[config.mk]
export PLATFORM = sky130hd
export DESIGN_NAME = mod_decoder
export DESIGN_NICKNAME = d
export VERILOG_FILES = /design/src/logic/mod_pkg.sv /design/src/logic/mod_decoder.sv /design/src/logic/mod_half_pick.sv
export VERILOG_INCLUDE_DIRS = /design/src /design/src/logic
export SDC_FILE = /design/constraint.sdc
export NUM_CORES = 1
export LEC_CHECK = 0
export BUFFER_PORTS_ARGS = -buffer_cell sky130_fd_sc_hd__buf_2
export CAP_MARGIN = 20
export CORE_ASPECT_RATIO = 0.7
export CORE_MARGIN = 1.5
export CORE_UTILIZATION = 25
export DETAILED_ROUTE_END_ITERATION = 6
export SYNTH_ARGS = -nofsm -noshare
export SYNTH_HDL_FRONTEND = slang
export SYNTH_HIERARCHICAL = 1
export SYNTH_SLANG_ARGS = --single-unit
[constraint.sdc]
create_clock -name clk_sys -period 2 [get_ports clk_sys]
set_input_delay 0.4 -clock clk_sys [delete_from_list [all_inputs] [get_ports clk_sys]]
set_output_delay 0.4 -clock clk_sys [all_outputs]
set_load 0.02 [all_outputs]
[src/logic/mod_map.svh]
// Purpose: Constants of the multiply opcode decoder
// Assumes: Included by bare name
// Notes: Instruction word bits 31:16 hold the first fetched halfword
// Behaviour
// - Accept parallel-issue form, first halfword plus 0x0800
// - Half select: lo*lo, lo*hi, hi*lo, hi*hi
// - Destination field steers the result write
// - First source field feeds multiplier input one
// - Second source field feeds multiplier input two
// - Upper accumulator subtract, integer high half, mixed
// - Lower accumulator load, default signed fraction
// - Lower accumulator load, unsigned fraction operands
`ifndef MOD_MAP_SVH
`define MOD_MAP_SVH

// ----------------------------------------------------------------
// First halfword values of the decoded groups
// ----------------------------------------------------------------
`define MOD_HI_SUB_INT_MIX 16'hc176
`define MOD_HI_LOAD_DEF 16'hc00d
`define MOD_HI_LOAD_UNS 16'hc08d
`define MOD_PAR_BIT 27
`define MOD_PAR_MASK 16'hf7ff

// ----------------------------------------------------------------
// Second halfword field positions
// ----------------------------------------------------------------
`define MOD_HALF_W_HI 15
`define MOD_HALF_W_LO 14
`define MOD_HALF_D_HI 10
`define MOD_HALF_D_LO 9
`define MOD_DEST_HI 8
`define MOD_DEST_LO 6
`define MOD_SRC0_HI 5
`define MOD_SRC0_LO 3
`define MOD_SRC1_HI 2
`define MOD_SRC1_LO 0
`define MOD_FIX_W_HI 13
`define MOD_FIX_W_LO 9
`define MOD_FIX_W_VAL 5'h0c
`define MOD_FIX_D_HI 15
`define MOD_FIX_D_LO 11
`define MOD_FIX_D_VAL 5'h00

`endif

[src/logic/mod_pkg.sv]
// Purpose: Types of the multiply opcode decoder
// Assumes: Nothing
// Notes: Constants live in the map header
package mod_pkg;
  // Decoded operation kind
  typedef enum logic [1:0] {
    MOD_OP_NONE,
    MOD_OP_SUB_UPPER_HALF,
    MOD_OP_LOAD_LOWER_FULL
  } mod_op_type;
endpackage : mod_pkg

[src/logic/mod_decoder.sv]
// Purpose: Decode a slice of multiply and multiply-accumulate words
// Assumes: instr_word and dreg_flat come from core logic on clk_sys
// Notes: All outputs registered, one cycle after instr_valid
`timescale 1ns/100ps
`include "mod_map.svh"
module mod_decoder
  import mod_pkg::*;
(
  input wire logic clk_sys, // 50 MHz core clock
  input wire logic arst_n, // Asynchronous reset, active low
  input wire logic instr_valid, // Word present this cycle
  input wire logic [31:0] instr_word, // Instruction word
  input wire logic [255:0] dreg_flat, // Data registers 0..7
  output logic claimed_q, // Word decoded here
  output logic unclaimed_q, // Word passed on
  output mod_op_type op_q, // Operation kind
  output logic acc_write_q, // Accumulator update strobe
  output logic upper_accumulator_q, // Upper accumulator targeted
  output logic lower_accumulator_q, // Lower accumulator targeted
  output logic acc_subtract_q, // Subtract from accumulator
  output logic write_upper_half_q, // Write upper half of dest
  output logic integer_high_half_option_q, // Integer high half
  output logic mixed_mode_q, // Mixed operand treatment
  output logic unsigned_fraction_option_q, // Unsigned fractions
  output logic parallel_q, // Parallel load/store form
  output logic [1:0] half_sel_q, // Operand halves select
  output logic [2:0] dest_q, // Destination register
  output logic [2:0] src0_q, // Left source register
  output logic [2:0] src1_q, // Right source register
  output logic [15:0] mul_a_q, // Multiplier input one
  output logic [15:0] mul_b_q // Multiplier input two
);
  // ----------------------------------------------------------------
  // Reset release synchroniser
  // ----------------------------------------------------------------
  logic rst_s1_q;
  logic rst_n_q;
  always_ff @(posedge clk_sys or negedge arst_n) begin
    if (!arst_n) begin
      rst_s1_q <= 1'b0;
      rst_n_q <= 1'b0;
    end else begin
      rst_s1_q <= 1'b1;
      rst_n_q <= rst_s1_q;
    end
  end

  // ----------------------------------------------------------------
  // Field extraction and group match
  // ----------------------------------------------------------------
  logic [15:0] first_hw; // First halfword, parallel bit cleared
  logic [15:0] second_hw; // Second halfword
  logic is_par; // Parallel-issue marker
  logic hit_sub; // Upper subtract group
  logic hit_def; // Lower load, default
  logic hit_uns; // Lower load, unsigned fraction
  logic [1:0] hsel; // Half select of the matched layout
  logic [2:0] src0_w;
  logic [2:0] src1_w;
  logic [15:0] half_a;
  logic [15:0] half_b;
  always_comb begin
    second_hw = instr_word[15:0];
    is_par = instr_word[`MOD_PAR_BIT];
    first_hw = instr_word[31:16] & `MOD_PAR_MASK;
    hit_sub = (first_hw == `MOD_HI_SUB_INT_MIX) &&
      (second_hw[`MOD_FIX_W_HI:`MOD_FIX_W_LO] ==
       `MOD_FIX_W_VAL);
    hit_def = (first_hw == `MOD_HI_LOAD_DEF) &&
      (second_hw[`MOD_FIX_D_HI:`MOD_FIX_D_LO] ==
       `MOD_FIX_D_VAL);
    hit_uns = (first_hw == `MOD_HI_LOAD_UNS) &&
      (second_hw[`MOD_FIX_D_HI:`MOD_FIX_D_LO] ==
       `MOD_FIX_D_VAL);
    // Half field sits high for half-register forms
    if (hit_sub) begin
      hsel = second_hw[`MOD_HALF_W_HI:`MOD_HALF_W_LO];
    end else begin
      hsel = second_hw[`MOD_HALF_D_HI:`MOD_HALF_D_LO];
    end
    src0_w = second_hw[`MOD_SRC0_HI:`MOD_SRC0_LO];
    src1_w = second_hw[`MOD_SRC1_HI:`MOD_SRC1_LO];
  end

  // Left operand: bit 1 of half select picks its half
  mod_half_pick u_pick_a (
    .dreg_flat(dreg_flat),
    .reg_idx(src0_w),
    .use_high(hsel[1]),
    .half_val(half_a)
  );

  // Right operand: bit 0 of half select picks its half
  mod_half_pick u_pick_b (
    .dreg_flat(dreg_flat),
    .reg_idx(src1_w),
    .use_high(hsel[0]),
    .half_val(half_b)
  );

  // ----------------------------------------------------------------
  // Next decode outputs
  // ----------------------------------------------------------------
  logic hit;
  logic claimed_d, unclaimed_d, acc_write_d;
  logic upper_d, lower_d, sub_d, wuh_d, int_high_d, mix_d, uns_frac_d;
  logic par_d;
  mod_op_type op_d;
  logic [1:0] half_sel_d;
  logic [2:0] dest_d, src0_d, src1_d;
  logic [15:0] mul_a_d, mul_b_d;
  always_comb begin
    hit = instr_valid && (hit_sub || hit_def || hit_uns);
    claimed_d = hit;
    unclaimed_d = instr_valid && !hit;
    acc_write_d = hit;
    op_d = MOD_OP_NONE;
    upper_d = 1'b0;
    lower_d = 1'b0;
    sub_d = 1'b0;
    wuh_d = 1'b0;
    int_high_d = 1'b0;
    mix_d = 1'b0;
    uns_frac_d = 1'b0;
    par_d = 1'b0;
    half_sel_d = 2'h0;
    dest_d = 3'h0;
    src0_d = 3'h0;
    src1_d = 3'h0;
    mul_a_d = 16'h0000;
    mul_b_d = 16'h0000;
    if (hit) begin
      par_d = is_par;
      half_sel_d = hsel;
      dest_d = second_hw[`MOD_DEST_HI:`MOD_DEST_LO];
      src0_d = src0_w;
      src1_d = src1_w;
      mul_a_d = half_a;
      mul_b_d = half_b;
      if (hit_sub) begin
        // Upper accumulator subtract, upper half write
        op_d = MOD_OP_SUB_UPPER_HALF;
        upper_d = 1'b1;
        sub_d = 1'b1;
        wuh_d = 1'b1;
        int_high_d = 1'b1;
        mix_d = 1'b1;
      end else begin
        // Lower accumulator load, full even register write
        op_d = MOD_OP_LOAD_LOWER_FULL;
        lower_d = 1'b1;
        uns_frac_d = hit_uns;
      end
    end
  end

  // ----------------------------------------------------------------
  // Output registers
  // ----------------------------------------------------------------
  always_ff @(posedge clk_sys or negedge rst_n_q) begin
    if (!rst_n_q) begin
      claimed_q <= 1'b0;
      unclaimed_q <= 1'b0;
      op_q <= MOD_OP_NONE;
      acc_write_q <= 1'b0;
      upper_accumulator_q <= 1'b0;
      lower_accumulator_q <= 1'b0;
      acc_subtract_q <= 1'b0;
      write_upper_half_q <= 1'b0;
      integer_high_half_option_q <= 1'b0;
      mixed_mode_q <= 1'b0;
      unsigned_fraction_option_q <= 1'b0;
      parallel_q <= 1'b0;
      half_sel_q <= 2'h0;
      dest_q <= 3'h0;
      src0_q <= 3'h0;
      src1_q <= 3'h0;
      mul_a_q <= 16'h0000;
      mul_b_q <= 16'h0000;
    end else begin
      claimed_q <= claimed_d;
      unclaimed_q <= unclaimed_d;
      op_q <= op_d;
      acc_write_q <= acc_write_d;
      upper_accumulator_q <= upper_d;
      lower_accumulator_q <= lower_d;
      acc_subtract_q <= sub_d;
      write_upper_half_q <= wuh_d;
      integer_high_half_option_q <= int_high_d;
      mixed_mode_q <= mix_d;
      unsigned_fraction_option_q <= uns_frac_d;
      parallel_q <= par_d;
      half_sel_q <= half_sel_d;
      dest_q <= dest_d;
      src0_q <= src0_d;
      src1_q <= src1_d;
      mul_a_q <= mul_a_d;
      mul_b_q <= mul_b_d;
    end
  end

  // ----------------------------------------------------------------
  // Assertions
  // ----------------------------------------------------------------
  // Register file as it stood when the answered word was taken; the
  // source numbers of the answer index it, not last cycle's numbers
  logic [255:0] dreg_seen_q;
  always_ff @(posedge clk_sys) begin
    dreg_seen_q <= dreg_flat;
  end
endmodule : mod_decoder

[src/logic/mod_half_pick.sv]
// Purpose: Pick one data register and one 16-bit half of it
// Assumes: Eight 32-bit data registers packed low register first
// Notes: Purely combinational
`timescale 1ns/100ps
module mod_half_pick
  import mod_pkg::*;
(
  input wire logic [255:0] dreg_flat, // All data registers
  input wire logic [2:0] reg_idx, // Register number
  input wire logic use_high, // High half when set
  output logic [15:0] half_val // Chosen half
);
  // ----------------------------------------------------------------
  // Register then half selection
  // ----------------------------------------------------------------
  logic [31:0] word;
  always_comb begin
    word = dreg_flat[{reg_idx, 5'h00} +: 32];
    half_val = use_high ? word[31:16] : word[15:0];
  end
endmodule : mod_half_pick

-- Yosys cells after proc, flatten, opt, wreduce, memory -nomap -nowiden
Cells that the tools add are included.
- bits in registers: 53
- logic and storage cells: 48
- output and inout port bits: 56
- shift operators: 2
- muxes and demuxes: 18
- eq/ne operators: 4
- reduce and logical (&&, ||, !) cells: 9
- operators with widths (kind ; count):
    $shiftx A256 B9 Y32 ; 2
    $mux W16 ; 4
    $eq A15 B15 Y1 const B ; 3
    $mux W3 ; 3
    $mux W2 ; 4
    $mux W1 ; 7
    $eq A5 B4 Y1 const B ; 1
    $logic_and A1 B1 Y1 ; 5
    $logic_not A5 Y1 ; 1
    $logic_or A1 B1 Y1 ; 2
    $logic_not A1 Y1 ; 1

-- Longest topological paths before layout
- word-level depth: 7
- gate-level depth with buffers: 10
- gate-level depth less buffers: 8

-- Modules after synthesis
Netlist, hierarchy kept.
- modules (own cells, without submodules) (module ; cells an instance ; seq. area each (sq um) ; area an instance (sq um) ; times used):
    mod_half_pick ; 137 ; 0.0 ; 1933.1 ; 2
    mod_decoder ; 136 ; 1276.2 ; 1874.3 ; 1

-- Least setup slack after synthesis
OpenSTA, ideal clock, no wires.
- path type: input to register
- start: in instr_word[10]
- end: reg mul_b_q[10]
- path buffers: 2
- arrival: 2302 ps
- library setup time: 67 ps
- cell stages on the path: 10
- setup slack: -369 ps
- cell sequence: or4b_4 > nor3_4 > and2b_2 > a21o_1 > and2_1 > clkbuf_1 > buf_2 > a22oi_1 > nand2_1 > and3_1
- RTL lines (what ; line ; RTL):
    start: declaration ; mod_decoder.sv:12 ; input wire logic [31:0] instr_word,
    $eq A5 B4 Y1 (no line) ; n/a ;
    $logic_and A1 B1 Y1 ; mod_decoder.sv:66 ; hit_sub = (first_hw == `MOD_HI_SUB_INT_MIX) &&
    $mux W2 ; mod_decoder.sv:76 ; if (hit_sub) begin
    named net hsel[0] ; mod_decoder.sv:57 ; logic [1:0] hsel;
    $mux W16 ; mod_half_pick.sv:19 ; half_val = use_high ? word[31:16] : word[15:0];
    named net half_b[10] ; mod_decoder.sv:61 ; logic [15:0] half_b;
    $mux W16 ; mod_decoder.sv:132 ; if (hit) begin
    named net mul_b_d[10] ; mod_decoder.sv:111 ; logic [15:0] mul_a_d, mul_b_d;
    end signal: assignment ; mod_decoder.sv:198 ; mul_b_q <= mul_b_d;
    end: declaration ; mod_decoder.sv:31 ; output logic [15:0] mul_b_q
The timed path passes the listed nets, and every way through them passes these cells.

-- Final worst setup path
- start: in instr_word[9]
- end: reg mul_a_q[11]
- RTL lines (what ; line ; RTL):
    $eq A5 B4 Y1 (no line) ; n/a ;
    $logic_and A1 B1 Y1 ; mod_decoder.sv:66 ;
    $mux W2 ; mod_decoder.sv:76 ;
    named net hsel[1] ; mod_decoder.sv:57 ;
    $mux W16 ; mod_half_pick.sv:19 ;
    named net half_a[11] ; mod_decoder.sv:60 ; logic [15:0] half_a;
    $mux W16 ; mod_decoder.sv:132 ;
    named net mul_a_d[11] ; mod_decoder.sv:111 ;
    end signal: assignment ; mod_decoder.sv:197 ; mul_a_q <= mul_a_d;
    end: declaration ; mod_decoder.sv:30 ; output logic [15:0] mul_a_q,
The timed path passes the listed nets, and every way through them passes these cells.

==> flow_metrics.tcl <==
set metrics [dict create \
    syn2layout_area_growth_pct 55.9 \
    max_freq_ghz 0.454 \
    die_w_um 184 \
    crit_arrival_ns 2.43 \
    netlist_instances 410 \
    hold_ws_ns 0.287 \
    antenna_found_initial 4 \
    drive_above_1_share_pct 78.2 \
    synthDistinctLibCells 31 \
    synthesis.nets 701 \
    wl_per_cell_um 24.5 \
    synthArstFlopShare_pct 100 \
    power_mw 3.75 \
    cts_tree "yes" \
    final.setup.worst_slack_ns -0.201 \
    synth_area_um2 5740 \
    drv_slew 0 \
    drc 0 \
    placed_cells 1079 \
    finalHoldViolCount 0 \
    skew_ns 0.00664 \
    grt_max_degree 42 \
    crit_path_end_kind "flop" \
    synthFlopType "dfrtp_1" \
    fin_util_pct 39.7 \
    place_area_um2 8360 \
    ir_drop_v 0.000332 \
    cts_buffers 5 \
    cp-start-kind "input port" \
    nFillCells 2230 \
    grt_pass1_wl_um 38000 \
    routed.top_layer "met5" \
    htree_num_levels 2 \
    fin_crit_ns 2.20 \
    cts_root_buf "clkbuf_16" \
    dr_total_vias 5861 \
    leakagePower_nw 4.30 \
    ioPinCount 347 \
    routed-wl-met3_um 1970 \
    path_cells "buf_6 > or4b_4 > nor3_4 > and2b_2 > a21o_4 > nor2b_4 > buf_6 > buf_12 > a22oi_2 > nand2_1 > and3_1" \
    tightest_slew_ns 0.650 \
    clock_path_buffers 2 \
    grt_pass1_vias 5883 \
    coreArea_um2 22600 \
    gp_congestion 0.827 \
    violations "setup timing" \
    max_stage_delay_ns 0.54 \
    setup_viol 32 \
    maxCapViolations 0 \
    drt_wl_total_um 26900 \
    drt_pass1_iterations 5 \
    design_area_um2 8950 \
    insertion_delay_ns 0.29 \
    vias_per_cell 5.33 \
    final_cells 1099 \
    ant_nets 0 \
    slew_headroom_pct 56.6 \
    grt_overflow 0 \
    dp_slack_ns -0.658 \
    fin_nets 1076 \
    critPathMaxFanout 7 \
    hp-class "flop to asynchronous set/reset pin" \
    cp_common_cell "buf_6" \
    num_rows 46 \
    crit_family "simple AND/OR/NAND/NOR gates" \
    die_area_um2 23900 \
    power_density_nw_per_um2 419 \
    critPathKind "input port to flop" \
    die_y_um 130 \
    cp.buffers_inverters 3 \
    clk_pin_slew_ns 0.07 \
    synth_edf_count 0 \
    portBuffers 346 \
    avgSynthCellArea_um2 14.0 \
    ys_ff_latch 51 \
    post-route-period-util_pct 110 \
    rsz0062_at_grt "true" \
    yosysWarnings 6 \
    drtIter0Drc 394 \
    outcome "finished with violations" \
    finalSetupTns_ns -4.74 \
    initial_utilization_pct 25.4 \
    wl_met1_um 13000 \
    wl_met2_um 11700 \
    slowest_stage "or4b_4" \
    grt_use_total_pct 22.1 \
    required_ns 2.23 \
    dpl.hpwl_um 21900 \
    yosysSeqAreaShare_pct 22.2 \
    cts_sinks 51 \
]
-- where the power goes --
part / internal (mW) / total [mW] / switching [mW]
Clock: 0.717 / 1.11 / 0.397
Combinational: 0.887 / 1.59 / 0.701
Sequential: 1.03 / 1.04 / 0.0113
-- per-layer routing --
metal | vias up | global-route usage, %
met3 | 21 | 4.38
met4 | 6 | 3.04
met2 | 293 | 32.3
li1 | 2542 | -
met5 | - | 0
met1 | 2999 | 34.3
-- flip-flops by register name (all words and copies together), names as in the netlist --
register,count
mul_a_q,16
mul_b_q,16
dest_q,3
src0_q,3
src1_q,3
half_sel_q,2
acc_write_q,1
lower_accumulator_q,1
op_q,1
parallel_q,1
rst_n_q,1
rst_s1_q,1
unclaimed_q,1
unsigned_fraction_option_q,1
-- logic make-up (layout without fill, tap and decap cells) --
kind of cell | after synthesis | after routing | share of synthesized area, %
AO/OA/AOI/OAI | 69 | 69 | 9.20
buffers and inverters | 58 | 433 | 6.60
flip-flops | 51 | 51 | 22.2
multiplexers | 128 | 128 | 51.5
other | 1 | 2 | 0.0653
AND/OR/NAND/NOR | 103 | 104 | 10.4
-- final cells by class --
type / count / area, um2 / share of cell area, %
Antenna cell: 1 / 2.50 / 0.0280
Tap cell: 312 / 390 / 4.36
Multi-Input combinational cell: 302 / 4440 / 49.6
Timing Repair Buffer: 425 / 2650 / 29.6
Clock inverter: 3 / 67.6 / 0.755
Sequential cell: 51 / 1280 / 14.3
Clock buffer: 5 / 125 / 1.40
-- cell usage in the layout, fill, tap and decap left out, types with 4 or more instances in the layout --
cell / synthesis / routed
buf_2: 12 / 340
mux4_2: 108 / 108
buf_4: 15 / 57
a22oi_2: 0 / 54
dfrtp_1: 51 / 50
and3_1: 40 / 38
nand2_1: 33 / 33
mux4_1: 20 / 20
buf_12: 0 / 18
a22oi_1: 66 / 12
clkbuf_16: 0 / 6
buf_6: 12 / 6
nor2b_4: 0 / 4
-- synth_stat cells (2+ instances only) --
library cell | instances | area, um2
a22oi_1 | 66 | 495
buf_6 | 12 | 135
clkbuf_1 | 19 | 71.3
mux4_2 | 108 | 2430
and3_1 | 40 | 250
mux4_1 | 20 | 526
buf_2 | 12 | 60.1
and2_1 | 4 | 25.0
nor2b_1 | 5 | 31.3
dfrtp_1 | 51 | 1280
buf_4 | 15 | 113
nor2_1 | 4 | 15.0
nor4bb_1 | 2 | 20.0
and3_2 | 3 | 22.5
nand2_1 | 33 | 124
-- what timing repair did --
item                                    4_1_cts  5_1_grt
hold buffers                                  1        0
gates cloned                                  5        0
resized for setup                            50       12
endpoints found under the setup margin       32       32
hold endpoints to repair                      2        0
pin swaps                                    19       20
buffers inserted                              4        3
-- path summary, 6_finish.rpt --
check                                   from                    end  slack [ns]  cells past startpoint
min reg2reg                rst_n_q$_DFF_PN0_    src1_q[0]$_DFF_PN0_        0.29                      0
max in group asynchronous  rst_n_q$_DFF_PN0_   mul_b_q[8]$_DFF_PN0_        1.15                      1
min                        rst_n_q$_DFF_PN0_    src1_q[0]$_DFF_PN0_        0.29                      0
min in group clk_sys           instr_word[6]    dest_q[0]$_DFF_PN0_        0.35                      2
max reg2reg                rst_n_q$_DFF_PN0_   mul_b_q[8]$_DFF_PN0_        1.15                      1
max                            instr_word[9]  mul_a_q[11]$_DFF_PN0_       -0.20                     11
(Power assumes the default switching activity.)
